**config.mk**
```make
export PLATFORM = sky130hd
export DESIGN_NAME = tol_regs
export DESIGN_NICKNAME = d
export VERILOG_FILES = /design/src/design/tol_pkg.sv /design/src/design/tol_local_lock.sv /design/src/design/tol_regs.sv
export SDC_FILE = /design/constraint.sdc
export NUM_CORES = 1
export LEC_CHECK = 0
export BUFFER_PORTS_ARGS = -buffer_cell sky130_fd_sc_hd__buf_2
export CAP_MARGIN = 20
export CORE_MARGIN = 3
export CORE_UTILIZATION = 50
export CTS_CLUSTER_DIAMETER = 150
export DETAILED_ROUTE_END_ITERATION = 10
export HOLD_SLACK_MARGIN = 0.05
export PLACE_DENSITY = 0.77
export SLEW_MARGIN = 20
export SYNTH_ARGS = -nofsm -noshare
export SYNTH_HDL_FRONTEND = slang
export SYNTH_SLANG_ARGS = --single-unit
export TNS_END_PERCENT = 100
```
**constraint.sdc**
```tcl
create_clock -name clock_i -period 3.21 [get_ports clock_i]
set_input_delay 0.8025 -clock clock_i [delete_from_list [all_inputs] [get_ports clock_i]]
set_output_delay 0.8025 -clock clock_i [all_outputs]
set_load 0.02 [all_outputs]
```
**src/design/tol_pkg.sv**
```systemverilog
// Package for the temperature offset and limit register bank.
// Holds register addresses, reset values, field positions and the
// coherency lock state type shared by the bank and its lock unit.
package tol_pkg;

  // ==========================================================
  // Widths and field positions
  // ==========================================================
  localparam int TOL_TEMP_W    = 12;      // Width of a full temperature code.
  localparam int TOL_FRAC_MSB  = 7;       // Top bit of a fraction nibble.
  localparam int TOL_FRAC_LSB  = 4;       // Bottom bit of a fraction nibble.
  localparam logic [3:0]  TOL_NIB_ZERO = 4'h0;   // Padding nibble.
  localparam logic [7:0]  TOL_BYTE_ZERO = 8'h00; // Unmapped read value.

  // ==========================================================
  // Register addresses
  // ==========================================================
  localparam logic [7:0] TOL_ADDR_LOCAL_HI = 8'h00; // Local temp high byte.
  localparam logic [7:0] TOL_ADDR_OFS_HI   = 8'h11; // Offset bits 11..4.
  localparam logic [7:0] TOL_ADDR_OFS_LO   = 8'h12; // Offset bits 3..0.
  localparam logic [7:0] TOL_ADDR_HI_FRAC  = 8'h13; // High limit fraction.
  localparam logic [7:0] TOL_ADDR_LO_FRAC  = 8'h14; // Low limit fraction.
  localparam logic [7:0] TOL_ADDR_LOCAL_LO = 8'h15; // Local temp low byte.
  localparam logic [7:0] TOL_ADDR_OT_LIM   = 8'h19; // Shutdown threshold.

  // ==========================================================
  // Power-on values
  // ==========================================================
  localparam logic [7:0] TOL_RST_OFS_HI   = 8'h00;
  localparam logic [7:0] TOL_RST_OFS_LO   = 8'h00;
  localparam logic [7:0] TOL_RST_HI_FRAC  = 8'h00;
  localparam logic [7:0] TOL_RST_LO_FRAC  = 8'h00;
  localparam logic [7:0] TOL_RST_LOCAL    = 8'h00;
  localparam logic [7:0] TOL_RST_OT_LIM   = 8'h6c;
  localparam logic [11:0] TOL_RST_TEMP    = 12'h000;
  localparam logic [11:0] TOL_SAT_MAX     = 12'h7ff; // Most positive code.
  localparam logic [11:0] TOL_SAT_MIN     = 12'h800; // Most negative code.

  // ==========================================================
  // Coherency lock states
  // ==========================================================
  typedef enum logic [1:0] {
    TOL_LK_OPEN = 2'b00,  // No byte is held.
    TOL_LK_LOW  = 2'b01,  // High byte was read, low byte is held.
    TOL_LK_HIGH = 2'b10   // Low byte was read, high byte is held.
  } tol_lock_t;

  // Joins a whole-degree byte with the upper nibble of a fraction byte.
  function automatic logic [11:0] tol_join(input logic [7:0] whole,
                                           input logic [7:0] frac);
    tol_join = {whole, frac[TOL_FRAC_MSB:TOL_FRAC_LSB]};
  endfunction

  // Adds two signed 12-bit codes and clamps the sum at the code range.
  function automatic logic [11:0] tol_sat_add(input logic [11:0] a,
                                              input logic [11:0] b);
    logic [12:0] s;
    s = {a[11], a} + {b[11], b};
    if (s[12] != s[11]) begin
      tol_sat_add = s[12] ? TOL_SAT_MIN : TOL_SAT_MAX;
    end else begin
      tol_sat_add = s[11:0];
    end
  endfunction

endpackage

```
**src/design/tol_local_lock.sv**
```systemverilog
// Local temperature byte pair with the high/low read coherency lock.
// Assumes conversion results and read strobes come from logic on the
// same clock, each strobe a single-cycle pulse.
`timescale 1ns/1ps
module tol_local_lock
  import tol_pkg::*;
(
  input  wire logic        clock_i,      // Device clock.
  input  wire logic        rst_b_i,      // Asynchronous reset, active low.
  input  wire logic        done_i,       // Local conversion finished.
  input  wire logic [11:0] local_reading_i, // New local temperature code.
  input  wire logic        rd_i,         // A register read takes place.
  input  wire logic        rd_hi_i,      // That read targets the high byte.
  input  wire logic        rd_lo_i,      // That read targets the low byte.
  output logic      [7:0]  hi_byte_o,    // Stored high byte.
  output logic      [7:0]  lo_byte_o     // Stored low byte, nibble at top.
);

  // ==========================================================
  // Lock state
  // ==========================================================
  tol_lock_t lock_q;
  tol_lock_t lock_d;
  wire       upd_hi;
  wire       upd_lo;

  // Next lock state from the read sequence.
  always_comb begin
    lock_d = lock_q;
    if (rd_i) begin
      case (lock_q)
        TOL_LK_OPEN: begin
          if (rd_hi_i) begin
            lock_d = TOL_LK_LOW;
          end else if (rd_lo_i) begin
            lock_d = TOL_LK_HIGH;
          end
        end
        TOL_LK_LOW: begin
          if (rd_lo_i || !rd_hi_i) begin
            lock_d = TOL_LK_OPEN;
          end
        end
        TOL_LK_HIGH: begin
          if (rd_hi_i || !rd_lo_i) begin
            lock_d = TOL_LK_OPEN;
          end
        end
        default: begin
          lock_d = TOL_LK_OPEN;
        end
      endcase
    end
  end

  // A held byte ignores the converter. The next lock state is used so
  // that a conversion landing on the locking read is held out as well.
  assign upd_hi = done_i && (lock_d != TOL_LK_HIGH);
  assign upd_lo = done_i && (lock_d != TOL_LK_LOW);

  // Lock state register.
  always_ff @(posedge clock_i or negedge rst_b_i) begin
    if (!rst_b_i) begin
      lock_q <= TOL_LK_OPEN;
    end else begin
      lock_q <= lock_d;
    end
  end

  // Byte registers refreshed on each finished conversion unless that byte is held.
  always_ff @(posedge clock_i or negedge rst_b_i) begin
    if (!rst_b_i) begin
      hi_byte_o <= TOL_RST_LOCAL;
      lo_byte_o <= TOL_RST_LOCAL;
    end else begin
      if (upd_hi) begin
        hi_byte_o <= local_reading_i[TOL_TEMP_W-1:TOL_FRAC_LSB];
      end
      if (upd_lo) begin
        lo_byte_o <= {local_reading_i[TOL_FRAC_LSB-1:0],
                      TOL_NIB_ZERO};
      end
    end
  end

endmodule // tol_local_lock

```
**src/design/tol_regs.sv**
```systemverilog
// Temperature offset and limit register bank.
// Assumes a serial protocol engine on the same clock delivers register
// reads and writes as single-cycle strobes with an 8-bit address.
// The whole-degree bytes of the remote limits live in another bank and
// arrive as inputs; only their fraction bytes are stored here.
`timescale 1ns/1ps
module tol_regs
  import tol_pkg::*;
(
  input  wire logic        clock_i,          // Device clock, 100 MHz.
  input  wire logic        rst_b_i,          // Asynchronous reset, low.
  // Register access port.
  input  wire logic [7:0]  reg_addr_i,       // Register address.
  input  wire logic        reg_wr_i,         // Write strobe.
  input  wire logic [7:0]  reg_wdata_i,      // Write data.
  input  wire logic        reg_rd_i,         // Read strobe.
  output logic      [7:0]  reg_rdata_o,      // Read data, next cycle.
  // Converter side.
  input  wire logic        remote_done_i,    // Remote conversion finished.
  input  wire logic [11:0] remote_raw_i,     // Raw remote code.
  input  wire logic        local_done_i,     // Local conversion finished.
  input  wire logic [11:0] local_reading_i,  // Local code.
  // Limit high bytes kept elsewhere.
  input  wire logic [7:0]  upper_whole_i,    // High limit whole degrees.
  input  wire logic [7:0]  lower_whole_i,    // Low limit whole degrees.
  // Results.
  output logic      [11:0] remote_result_o,  // Offset-corrected result.
  output logic             remote_valid_o,   // Result updated pulse.
  output logic      [11:0] remote_upper_threshold_o, // High limit.
  output logic      [11:0] remote_lower_threshold_o, // Low limit.
  output logic      [11:0] remote_offset_value_o,    // Signed offset.
  output logic             overtemp_output_b_o       // Shutdown, low.
);

  // ==========================================================
  // Writable registers
  // ==========================================================
  logic [7:0] ofs_hi_q;
  logic [7:0] ofs_lo_q;
  logic [7:0] hi_frac_q;
  logic [7:0] lo_frac_q;
  logic [7:0] ot_lim_q;

  // Address decode for the read/write locations and the read-only local bytes.
  wire sel_ofs_hi   = (reg_addr_i == TOL_ADDR_OFS_HI);
  wire sel_ofs_lo   = (reg_addr_i == TOL_ADDR_OFS_LO);
  wire sel_hi_frac  = (reg_addr_i == TOL_ADDR_HI_FRAC);
  wire sel_lo_frac  = (reg_addr_i == TOL_ADDR_LO_FRAC);
  wire sel_ot_lim   = (reg_addr_i == TOL_ADDR_OT_LIM);
  wire sel_local_hi = (reg_addr_i == TOL_ADDR_LOCAL_HI);
  wire sel_local_lo = (reg_addr_i == TOL_ADDR_LOCAL_LO);

  // Write enables; the local byte addresses have no write path, so a
  // host write there is dropped without touching the byte pair.
  wire wr_ofs_hi    = reg_wr_i && sel_ofs_hi;
  wire wr_ofs_lo    = reg_wr_i && sel_ofs_lo;
  wire wr_hi_frac   = reg_wr_i && sel_hi_frac;
  wire wr_lo_frac   = reg_wr_i && sel_lo_frac;
  wire wr_ot_lim    = reg_wr_i && sel_ot_lim;

  // Offset high byte, whole degrees of the signed offset.
  always_ff @(posedge clock_i or negedge rst_b_i) begin
    if (!rst_b_i) begin
      ofs_hi_q <= TOL_RST_OFS_HI;
    end else if (wr_ofs_hi) begin
      ofs_hi_q <= reg_wdata_i;
    end
  end

  // Offset low byte, fraction nibble at the top.
  always_ff @(posedge clock_i or negedge rst_b_i) begin
    if (!rst_b_i) begin
      ofs_lo_q <= TOL_RST_OFS_LO;
    end else if (wr_ofs_lo) begin
      ofs_lo_q <= reg_wdata_i;
    end
  end

  // High limit fraction byte.
  always_ff @(posedge clock_i or negedge rst_b_i) begin
    if (!rst_b_i) begin
      hi_frac_q <= TOL_RST_HI_FRAC;
    end else if (wr_hi_frac) begin
      hi_frac_q <= reg_wdata_i;
    end
  end

  // Low limit fraction byte.
  always_ff @(posedge clock_i or negedge rst_b_i) begin
    if (!rst_b_i) begin
      lo_frac_q <= TOL_RST_LO_FRAC;
    end else if (wr_lo_frac) begin
      lo_frac_q <= reg_wdata_i;
    end
  end

  // Shutdown threshold, whole degrees.
  always_ff @(posedge clock_i or negedge rst_b_i) begin
    if (!rst_b_i) begin
      ot_lim_q <= TOL_RST_OT_LIM;
    end else if (wr_ot_lim) begin
      ot_lim_q <= reg_wdata_i;
    end
  end

  // ==========================================================
  // Local temperature bytes with read coherency
  // ==========================================================
  logic [7:0] local_hi;
  logic [7:0] local_lo;

  // Every read strobe goes to the lock unit, not just reads of the two
  // local bytes: a read of any other register ends the pairing promise.
  tol_local_lock u_lock (
    .clock_i         (clock_i),
    .rst_b_i         (rst_b_i),
    .done_i          (local_done_i),
    .local_reading_i (local_reading_i),
    .rd_i            (reg_rd_i),
    .rd_hi_i         (sel_local_hi),
    .rd_lo_i         (sel_local_lo),
    .hi_byte_o       (local_hi),
    .lo_byte_o       (local_lo)
  );

  // ==========================================================
  // Read path
  // ==========================================================
  logic [7:0] rd_mux;

  // Read data select; unmapped addresses return zero. Reserved low
  // nibbles of the offset and fraction bytes are stored and read back.
  always_comb begin
    if (sel_ofs_hi) begin
      rd_mux = ofs_hi_q;
    end else if (sel_ofs_lo) begin
      rd_mux = ofs_lo_q;
    end else if (sel_hi_frac) begin
      rd_mux = hi_frac_q;
    end else if (sel_lo_frac) begin
      rd_mux = lo_frac_q;
    end else if (sel_local_lo) begin
      rd_mux = local_lo;
    end else if (sel_local_hi) begin
      rd_mux = local_hi;
    end else if (sel_ot_lim) begin
      rd_mux = ot_lim_q;
    end else begin
      rd_mux = TOL_BYTE_ZERO;
    end
  end

  // Read data register, loaded on each read strobe.
  // A read and a write to one address in one cycle return the old value.
  always_ff @(posedge clock_i or negedge rst_b_i) begin
    if (!rst_b_i) begin
      reg_rdata_o <= TOL_BYTE_ZERO;
    end else if (reg_rd_i) begin
      reg_rdata_o <= rd_mux;
    end
  end

  // ==========================================================
  // Offset correction and limits
  // ==========================================================
  // Offset and limits formed from whole byte and fraction nibble.
  wire [11:0] ofs_full = tol_join(ofs_hi_q, ofs_lo_q);
  wire [11:0] up_full  = tol_join(upper_whole_i,
                                  hi_frac_q);
  wire [11:0] low_full = tol_join(lower_whole_i,
                                  lo_frac_q);
  // Signed sum clamps rather than wrapping past the code range, so a
  // large offset can never turn a hot reading into a cold one.
  wire [11:0] corr     = tol_sat_add(remote_raw_i,
                                     ofs_full);
  wire        ot_trip  = $signed(remote_result_o) >=
                         $signed({ot_lim_q, TOL_NIB_ZERO});

  // Joined limits and offset go out to the comparators elsewhere.
  assign remote_upper_threshold_o = up_full;
  assign remote_lower_threshold_o = low_full;
  assign remote_offset_value_o    = ofs_full;

  // Valid pulse follows each remote done strobe by one cycle.
  always_ff @(posedge clock_i or negedge rst_b_i) begin
    if (!rst_b_i) begin
      remote_valid_o <= 1'b0;
    end else begin
      remote_valid_o <= remote_done_i;
    end
  end

  // Corrected result, held until the next remote conversion.
  always_ff @(posedge clock_i or negedge rst_b_i) begin
    if (!rst_b_i) begin
      remote_result_o <= TOL_RST_TEMP;
    end else if (remote_done_i) begin
      remote_result_o <= corr;
    end
  end

  // Shutdown output, judged on the stored result, so it settles one
  // cycle after the result; no hysteresis is applied here.
  always_ff @(posedge clock_i or negedge rst_b_i) begin
    if (!rst_b_i) begin
      overtemp_output_b_o <= 1'b1;
    end else begin
      overtemp_output_b_o <= !ot_trip;
    end
  end

endmodule // tol_regs

```
==> flow_summary.ini, run 1 <==
[timing]
grt_setup_unrepaired = false
timing_hold_violations_final = 0
timing.setup.tns_ps = 0
highest_achievable_clock_rate_mhz = 351
timing.max_slew.rel_slack_pct = 36.2
worst_pin_slew_ps = 957
setup_viol = 0
fin_worst_skew_ps = 8.39
layout_min_cycle_time_ps = 2850
slew_violations = 0
fin_crit_sh_pct = 88.8

[placed_design]
place_inst = 577
dpl_cell_area_sq_mm = 0.00472
dp_hpwl_um = 8260
gp_congestion = 0.842
port-buffer-count = 87

[route]
vias_per_cell = 5.89
wl_per_cell_um = 18.5
firstDrtPassIters = 5
antenna_left = 0
drt-initial-drc-count = 303
drt_drc_violations_left = 0
num_vias = 3495
detail_route.wirelength_um = 10900

[clock_tree]
tritoncts_sinks = 76
cts_made_buffers = 9
clk_pin_slew_ps = 90
clock_insertion_delay_worst_skew_ps = 360
clock_path_buffers = 2
cts_tree = done
ctsResizeCount = 0
cts_hold_bufs = 0
cts_setup_buffers = 0
cts-htree-levels = 3
clk_root_buffer_cell = sky130_fd_sc_hd__clkbuf_8

[global_routing]
largest_net_degree_at_the_start_of_global_routing = 77
first_pass_grt_wire_length_um = 17300
antenna_found_initial = 0
grt_remaining_overflow = 0
number_of_global_route_vias_before_repair = 3365
track_usage_pct = 22.3

[run_status]
run_status = complete, no violations

[synth]
syn_inst = 420
yosys_register_bits = 76
synth_top_area_share_pct = 40.5
yosys_warnings = 0
synth_sequential_area_ratio_pct = 43.5
syn_area_sq_mm = 0.00438
ys_types = 55
synth_top_area_cell = sky130_fd_sc_hd__dfrtp_1
synth.area.top_cells = sky130_fd_sc_hd__dfrtp_1 (41%), sky130_fd_sc_hd__mux2_2 (13%), sky130_fd_sc_hd__ha_1 (5.7%), sky130_fd_sc_hd__buf_4 (4.8%), sky130_fd_sc_hd__dfstp_2 (3.0%)
synth.avg_cell_area_sq_um = 10.4
synth_async_sr_flop_share_pct = 100
synth_enable_flop_cells = 0
synth_top_flop_cell = sky130_fd_sc_hd__dfrtp_1
synth_fp_nets = 503

[critical_path]
critical-path-slowest-cell = sky130_fd_sc_hd__nor4_1
crit_type = in2reg
worstPathCellList = buf_2, ha_1, inv_1, fa_1, nor2b_1, o31a_1, o211a_1, nor4_1, mux2i_1, nor2_2, nor3_1
path_delay_family = simple AND/OR/NAND/NOR gates
cp_data_arrival_time_ps = 3080
crit_path_start_kind = input port
path_max_fanout = 8
ff2ff_setup_slack_ps = 450
cp.required_ps = 3440
path_buf_inv = 2
timing.critical_path.to_type = register
biggest_cell_delay_along_the_critical_path_ps = 340

[die]
die_area_sq_mm = 0.00993
floorplan.initialDensity_pct = 52.3
die-width_um = 99.6
die-height_um = 99.6
placeableCoreArea_sq_mm = 0.00838
io_pins = 120
floorplan.rows = 33

[pwr]
p_leak_nw = 2.38
final_total_pwr_mw = 2.32
maximum_vdd_ir_drop_mv = 0.255
pwr_density_cell_mw_per_mm2 = 468

[finish]
areaGrowthSynthToFinish_pct = 12.9
filler_cells_inserted = 714
layout_commonest_cell = sky130_fd_sc_hd__buf_2
num_antenna_cells = 0
layout.cells.most_common_list = sky130_fd_sc_hd__buf_2 (86), sky130_fd_sc_hd__dfrtp_1 (71), sky130_fd_sc_hd__mux2_2 (52)
final_cell_area_sq_mm = 0.00495
final_cells = 593
nets = 566
layout.core_utilization_pct = 59.0
proportion_of_layout_cells_with_a_drive_suffix_above_1_pct = 35.5

[flow_run]
maxCapViolCount = 0

[min_path]
class_of_the_worst_hold_path = reg2reg
registers in the layout, indices dropped and copies added (netlist names):
register	cells
hi_frac_q	8
lo_frac_q	8
ofs_hi_q	8
ofs_lo_q	8
ot_lim_q	8
overtemp_output_b_o	1
reg_rdata_o	8
remote_result_o	12
remote_valid_o	1
u_lock.hi_byte_o	8
u_lock.lo_byte_o	4
u_lock.lock_q	2
worst reg2reg max path, cell delays in order, from the launching register on:
cell	delay (ps)
sky130_fd_sc_hd__dfrtp_1	430
sky130_fd_sc_hd__ha_1	250
sky130_fd_sc_hd__inv_1	70
sky130_fd_sc_hd__fa_1	390
sky130_fd_sc_hd__nor2b_1	230
sky130_fd_sc_hd__o31a_1	300
sky130_fd_sc_hd__o211a_1	240
sky130_fd_sc_hd__o31ai_1	90
sky130_fd_sc_hd__mux2i_1	170
sky130_fd_sc_hd__buf_4	210
sky130_fd_sc_hd__nor3_1	80
sky130_fd_sc_hd__nor3_1	210
Yosys cell counts, types with 2 or more instances:
cell type,number
sky130_fd_sc_hd__dfrtp_1,71
sky130_fd_sc_hd__mux2_2,52
sky130_fd_sc_hd__buf_4,28
sky130_fd_sc_hd__nor2_1,28
sky130_fd_sc_hd__nand2_1,24
sky130_fd_sc_hd__a21oi_1,23
sky130_fd_sc_hd__o21ai_0,23
sky130_fd_sc_hd__inv_1,21
sky130_fd_sc_hd__ha_1,20
sky130_fd_sc_hd__nor3_1,11
sky130_fd_sc_hd__o21a_1,9
sky130_fd_sc_hd__clkbuf_1,8
sky130_fd_sc_hd__o221ai_1,7
sky130_fd_sc_hd__o22ai_1,7
sky130_fd_sc_hd__a221oi_1,6
sky130_fd_sc_hd__a22oi_1,6
sky130_fd_sc_hd__dfstp_2,5
sky130_fd_sc_hd__o22a_1,5
sky130_fd_sc_hd__a211oi_1,4
sky130_fd_sc_hd__and3_1,4
sky130_fd_sc_hd__nand2b_1,4
sky130_fd_sc_hd__nand3_1,4
sky130_fd_sc_hd__nor2b_1,4
sky130_fd_sc_hd__a21boi_0,3
sky130_fd_sc_hd__o21ai_1,3
sky130_fd_sc_hd__o2bb2ai_1,3
sky130_fd_sc_hd__or3_1,3
sky130_fd_sc_hd__xnor2_1,3
sky130_fd_sc_hd__mux2i_1,2
sky130_fd_sc_hd__nand3b_1,2
sky130_fd_sc_hd__nor4_1,2
sky130_fd_sc_hd__or2_2,2
path summary, 6_finish.rpt:
path,startpoint,end,depth (start not counted)
max,remote_raw_i[0],remote_result_o[9],11
min,u_lock.lock_q[1],u_lock.lock_q[0],1
max reg2reg,ofs_lo_q[4],remote_result_o[9],11
min reg2reg,u_lock.lock_q[1],u_lock.lock_q[0],1
max in group asynchronous,rst_b_i,u_lock.hi_byte_o[1],1
min in group asynchronous,rst_b_i,u_lock.hi_byte_o[6],1
where the power goes:
group	switching [mW]	internal, mW	total (mW)
combinational	0.228	0.160	0.388
sequential	0.0561	1.03	1.08
clock	0.394	0.451	0.846
cell families (layout without fill, tap and decap cells):
kind of cell,Yosys count,in the layout,share of synthesized area (%)
AO/OA/AOI/OAI,113,113,17.6
XOR/XNOR,3,3,0.599
adder cells (fa/ha/maj),21,21,6.16
buffers and inverters,59,127,7.65
flip-flops,76,76,43.5
multiplexers,54,54,13.8
AND/OR/NAND/NOR,94,94,10.7
layout make-up:
type / instances / area, sq um / share of cell area, %
Inverter: 21 / 78.8 / 1.59
Clock buffer: 9 / 124 / 2.50
Clock inverter: 7 / 105 / 2.12
Multi-Input combinational cell: 285 / 2140 / 43.3
Sequential cell: 76 / 1910 / 38.6
Tap cell: 105 / 131 / 2.65
Timing Repair Buffer: 90 / 460 / 9.30
routing by layer:
| layer | vias to the layer above | track usage, % | part of all wire, % |
|---|---|---|---|
| met5 | - | 0 | 0 |
| met4 | 0 | 9.35 | 2.0 |
| met3 | 26 | 3.44 | 6.3 |
| met2 | 146 | 34.8 | 48 |
| met1 | 1680 | 31.0 | 44 |
| li1 | 1643 | - | - |
metrics by stage:
step	hold WS, ps	setup slack, ps
3_5_place_dp	470	50.8
2_1_floorplan	447	480
4_1_cts	482	435
5_1_grt	498	249
3_3_place_gp	459	236
6_report	477	359
(Power assumes the default switching activity.)
==> run 2, diff against run 1 <==
Settings changed: CORE_MARGIN 3 to 4, RECOVER_POWER set to 25.
==> run 2 against run 1 <==
First-iteration DRC count decreased by 3.0%; combinational power about the same; fmax decreased by 0.49%; clock-buffer cell count unchanged; final area decreased by 1.0%; worst hold slack improved by 2.9 ps; the run now ends with capacitance limit, slew limit left; cell count unchanged.
==> flow_summary.ini, run 2 (synthesis results as in run 1) <==
[run_status]
run_status = finished with violations
violations = capacitance limit, slew limit

[timing]
timing.max_slew.rel_slack_pct = -25.3
timing.setup.tns_ps = 0
final.setup.worst_slack_ps = 345
slew_violations = 77
highest_achievable_clock_rate_mhz = 349
hold-worst-slack_ps = 480
setup_viol = 0
fin_worst_skew_ps = 9.73
worst_pin_slew_ps = 1880
timing_hold_violations_final = 0
grt_setup_unrepaired = false
layout_min_cycle_time_ps = 2870
fin_crit_sh_pct = 89.3

[die]
placeableCoreArea_sq_mm = 0.00838
die-width_um = 102
floorplan.rows = 33
floorplan.initialDensity_pct = 52.3
io_pins = 120
die-height_um = 102
die_area_sq_mm = 0.0103

[clock_tree]
cts_tree = done
tritoncts_sinks = 76
clk_pin_slew_ps = 90
clock_insertion_delay_worst_skew_ps = 360
cts_setup_buffers = 0
cts-htree-levels = 3
cts_hold_bufs = 0
clock_path_buffers = 2
ctsResizeCount = 0
cts_made_buffers = 9
clk_root_buffer_cell = sky130_fd_sc_hd__clkbuf_8

[min_path]
class_of_the_worst_hold_path = reg2reg
min_delay_path_depth = 1
hold_path_startpoint = reg_rdata_o[2]

[critical_path]
regToRegStartpoint = ofs_lo_q[4]
crit_type = in2reg
cp.required_ps = 3410
timing.critical_path.to_type = register
crit_path_start_kind = input port
cp_data_arrival_time_ps = 3060
ff2ff_path_depth = 10
crit_start = remote_raw_i[0]
path_max_fanout = 8

[pwr]
p_leak_nw = 2.36
power.share.switching_pct = 31.5
power_switching_mw = 0.679
proportion_of_power_drawn_by_combinational_gates_pct = 18.0
final_total_pwr_mw = 2.16
clock_group_share_of_total_power_pct = 31.9
maximum_vdd_ir_drop_mv = 0.231
pwr_density_cell_mw_per_mm2 = 441
power.internal_mw = 1.48
seq_power_share_pct = 50.2

[global_routing]
first_pass_grt_wire_length_um = 17300
track_usage_pct = 21.7
largest_net_degree_at_the_start_of_global_routing = 77
use_met3_pct = 3.17
grt_util_met2_pct = 34.2
grt_remaining_overflow = 0
antenna_found_initial = 0
number_of_global_route_vias_before_repair = 3512
global_route.peak_usage_layer = met2
groute.layer.met1.usage_pct = 30.1

[finish]
multi_input_comb_area_sq_mm = 0.00214
layout_commonest_cell = sky130_fd_sc_hd__buf_2
regMostFlops = remote_result_o
layout.cells.most_common_list = sky130_fd_sc_hd__buf_2 (85), sky130_fd_sc_hd__dfrtp_1 (71), sky130_fd_sc_hd__mux2_2 (52)
number_of_flip_flops_in_the_largest_register = 12
final_cell_area_sq_mm = 0.00490
areaGrowthSynthToFinish_pct = 11.7
area_occupied_by_registers_sq_mm = 0.00191
num_antenna_cells = 0
proportion_of_layout_cells_with_a_drive_suffix_above_1_pct = 35.2
nets = 566
filler_cells_inserted = 748

[placed_design]
gp_congestion = 0.856
dp_hpwl_um = 8420
port-buffer-count = 87
dpl_cell_area_sq_mm = 0.00472
place_worst_setup_slack_ps = -17.0

[route]
drt_drc_violations_left = 0
vias_per_cell = 5.96
firstDrtPassIters = 5
wl_per_cell_um = 18.5
drt-initial-drc-count = 294
detail_route.wirelength_um = 11000
num_vias = 3532
antenna_left = 0

[flow_run]
maxCapViolCount = 1
## run 2: changes by cell type in the layout (fill, tap and decap cells not counted), sizes merged
cell	change
clkinv	+1
clkbuf	+2
bufinv	-2
buf	-2
clkinvlp	+1
## run 2: final timing paths
| kind | endpoint | slack, ps |
|---|---|---|
| max | remote_result_o[10] | 340 |
| min | reg_rdata_o[2] | 480 |
| max reg2reg | remote_result_o[10] | 450 |
| min reg2reg | reg_rdata_o[2] | 480 |
| max in group asynchronous | ot_lim_q[1] | 1140 |
| min in group asynchronous | u_lock.hi_byte_o[6] | 930 |
## run 2: worst max-delay path: stages
cell                       delay, ps
sky130_fd_sc_hd__buf_2           100
sky130_fd_sc_hd__ha_1            240
sky130_fd_sc_hd__inv_1            80
sky130_fd_sc_hd__fa_1            190
sky130_fd_sc_hd__nor2b_1          80
sky130_fd_sc_hd__o31a_1          330
sky130_fd_sc_hd__o211a_1         280
sky130_fd_sc_hd__nor4_1          380
sky130_fd_sc_hd__mux2i_1         190
sky130_fd_sc_hd__nor2_2          320
sky130_fd_sc_hd__a211oi_1         80
## run 2: metal layers
layer | vias up | share of wire (%)
met5 | - | 0
li1 | 1646 | -
met2 | 126 | 47
met3 | 34 | 6.1
met4 | 0 | 2.6
met1 | 1726 | 44
## run 2: metrics by stage
| step | std cells | utilization (%) |
|---|---|---|
| 6_report | 593 | 58.4 |
| 5_1_grt | 593 | 58.4 |
| 4_1_cts | 593 | 58.5 |
| 3_5_place_dp | 577 | 56.3 |
| 3_3_place_gp | 577 | 56.3 |
| 2_1_floorplan | 420 | - |
## run 2: power groups by stage
stage / registers (mW) / logic (mW) / clock network [mW]
finish: 1.08 / 0.388 / 0.687
global route: 1.09 / 0.431 / 0.737
CTS: 1.08 / 0.390 / 0.696
detailed placement: 1.10 / 0.389 / 0
global placement: 1.10 / 0.375 / 0
floorplan: 1.12 / 0.246 / 0
## run 2: area by class of cell
type	count	share of cell area [%]
multi-input combinational	285	43.7
sequential	76	39.0
timing repair buffer	90	9.33
tap	105	2.68
clock buffer	9	2.53
inverter	21	1.61
clock inverter	7	1.18
==> run 3, diff against run 2 <==
Settings changed: MAX_ROUTING_LAYER set to met4.
==> run 3 against run 2 <==
Setup slack better by 38 ps; clock power is 17% higher; the flow still finishes with violations (capacitance limit, slew limit); highest routed layer unchanged; register-to-register slack better by 40 ps; critical path type unchanged.
==> flow_summary.ini, run 3 (synthesis results as in run 1) <==
[run_status]
run_status = finished with violations
violations = capacitance limit, slew limit

[finish]
num_antenna_cells = 0
final_cells = 592
number_of_flip_flops_in_the_largest_register = 12
layout.cells.most_common_list = sky130_fd_sc_hd__buf_2 (85), sky130_fd_sc_hd__dfrtp_1 (71), sky130_fd_sc_hd__mux2_2 (52)
nets = 566
proportion_of_layout_cells_with_a_drive_suffix_above_1_pct = 35.1
areaGrowthSynthToFinish_pct = 12.4
layout_commonest_cell = sky130_fd_sc_hd__buf_2
regMostFlops = remote_result_o

[clock_tree]
clock_path_buffers = 2
tritoncts_sinks = 76
cts-htree-levels = 3
clk_pin_slew_ps = 80
clk_root_buffer_cell = sky130_fd_sc_hd__clkbuf_8
cts_hold_bufs = 0
cts_setup_buffers = 0
clock_insertion_delay_worst_skew_ps = 350
cts_made_buffers = 9
cts_tree = done
ctsResizeCount = 0

[route]
vias_per_cell = 6.03
antenna_left = 0
drt_drc_violations_left = 0
detail_route.wirelength_um = 11100
firstDrtPassIters = 5
drt-initial-drc-count = 213
wl_per_cell_um = 18.7
num_vias = 3572

[global_routing]
antenna_found_initial = 0
largest_net_degree_at_the_start_of_global_routing = 77
number_of_global_route_vias_before_repair = 3460
track_usage_pct = 22.9
grt_remaining_overflow = 0
first_pass_grt_wire_length_um = 17700

[pwr]
p_leak_nw = 2.37
final_total_pwr_mw = 2.27
pwr_density_cell_mw_per_mm2 = 462
maximum_vdd_ir_drop_mv = 0.241

[placed_design]
dp_hpwl_um = 8410
place_inst = 577
port-buffer-count = 87
gp_congestion = 0.867

[critical_path]
ff2ff_path_depth = 10
crit_path_start_kind = input port
crit_type = in2reg
regToRegStartpoint = ofs_lo_q[4]
cp_data_arrival_time_ps = 3010
r2r-end = remote_result_o[10]
path_max_fanout = 8
timing.critical_path.to_type = register
ff2ff_setup_slack_ps = 490
cp.required_ps = 3400

[die]
placeableCoreArea_sq_mm = 0.00838
floorplan.rows = 33
io_pins = 120
die-width_um = 102
die-height_um = 102
floorplan.initialDensity_pct = 52.3
die_area_sq_mm = 0.0103

[timing]
grt_setup_unrepaired = false
layout_min_cycle_time_ps = 2830
timing.setup.tns_ps = 0
timing_hold_violations_final = 0
highest_achievable_clock_rate_mhz = 354
slew_violations = 77
setup_viol = 0
worst_pin_slew_ps = 1870
hold-worst-slack_ps = 479
timing.max_slew.rel_slack_pct = -24.4
fin_worst_skew_ps = 11.1
fin_crit_sh_pct = 88.1

[min_path]
min_delay_path_depth = 1
hold_path_startpoint = reg_rdata_o[1]
min_delay_worst_endpoint = reg_rdata_o[1]
class_of_the_worst_hold_path = reg2reg

[flow_run]
maxCapViolCount = 1
[run 3: changes by cell type in the layout (fill, tap and decap cells not counted), sizes merged]
cell	before	now
bufinv	0	2
inv	25	22
[run 3: stage by stage]
step	util, %	cell area [sq um]	worst slack, ps
after floorplan	-	4380	480
after global placement	56.3	4720	203
after detailed placement	56.3	4720	85.2
after CTS	58.8	4930	407
after global routing	58.8	4930	223
final	58.8	4930	383
[run 3: worst max-delay path, stage by stage]
cell	delay (ps)
sky130_fd_sc_hd__buf_2	100
sky130_fd_sc_hd__ha_1	240
sky130_fd_sc_hd__inv_1	90
sky130_fd_sc_hd__fa_1	190
sky130_fd_sc_hd__nor2b_1	80
sky130_fd_sc_hd__o31a_1	310
sky130_fd_sc_hd__o211a_1	270
sky130_fd_sc_hd__nor4_1	350
sky130_fd_sc_hd__mux2i_1	180
sky130_fd_sc_hd__nor2_2	310
sky130_fd_sc_hd__a211oi_1	90
[run 3: worst max path at each step]
stage / from / endpoint / slack, ps / cells past startpoint
2_1_floorplan: remote_raw_i[1] / remote_result_o[0] / 480 / 9
3_3_place_gp: remote_raw_i[0] / remote_result_o[9] / 200 / 11
3_5_place_dp: remote_raw_i[0] / remote_result_o[9] / 90 / 11
4_1_cts: remote_raw_i[0] / remote_result_o[9] / 410 / 11
5_1_grt: remote_raw_i[0] / remote_result_o[10] / 220 / 11
6_report: remote_raw_i[0] / remote_result_o[10] / 380 / 11
[run 3: cell type report]
type / instances / area [sq um]
well taps: 105 / 131
fillers: 729 / 3450
multi-input cells: 285 / 2140
clock buffers: 9 / 124
repair buffers: 90 / 457
flip-flops and latches: 76 / 1910
clock inverters: 6 / 88.8
inverters: 21 / 78.8
[run 3: routing by layer]
metal / share of wire, % / up-vias / global-route usage, %
li1: - / 1642 / -
met1: 42 / 1755 / 30.3
met2: 49 / 137 / 35.4
met3: 7.1 / 38 / 3.51
met4: 2.4 / 0 / 8.90
met5: 0 / - / -
[run 3: where the power goes]
part | total, mW | internal (mW) | leakage, nW | switching (mW)
clock | 0.803 | 0.435 | 0.102 | 0.369
sequential | 1.08 | 1.03 | 0.970 | 0.0567
combinational | 0.387 | 0.159 | 1.30 | 0.228
total | 2.27 | 1.62 | 2.37 | 0.653
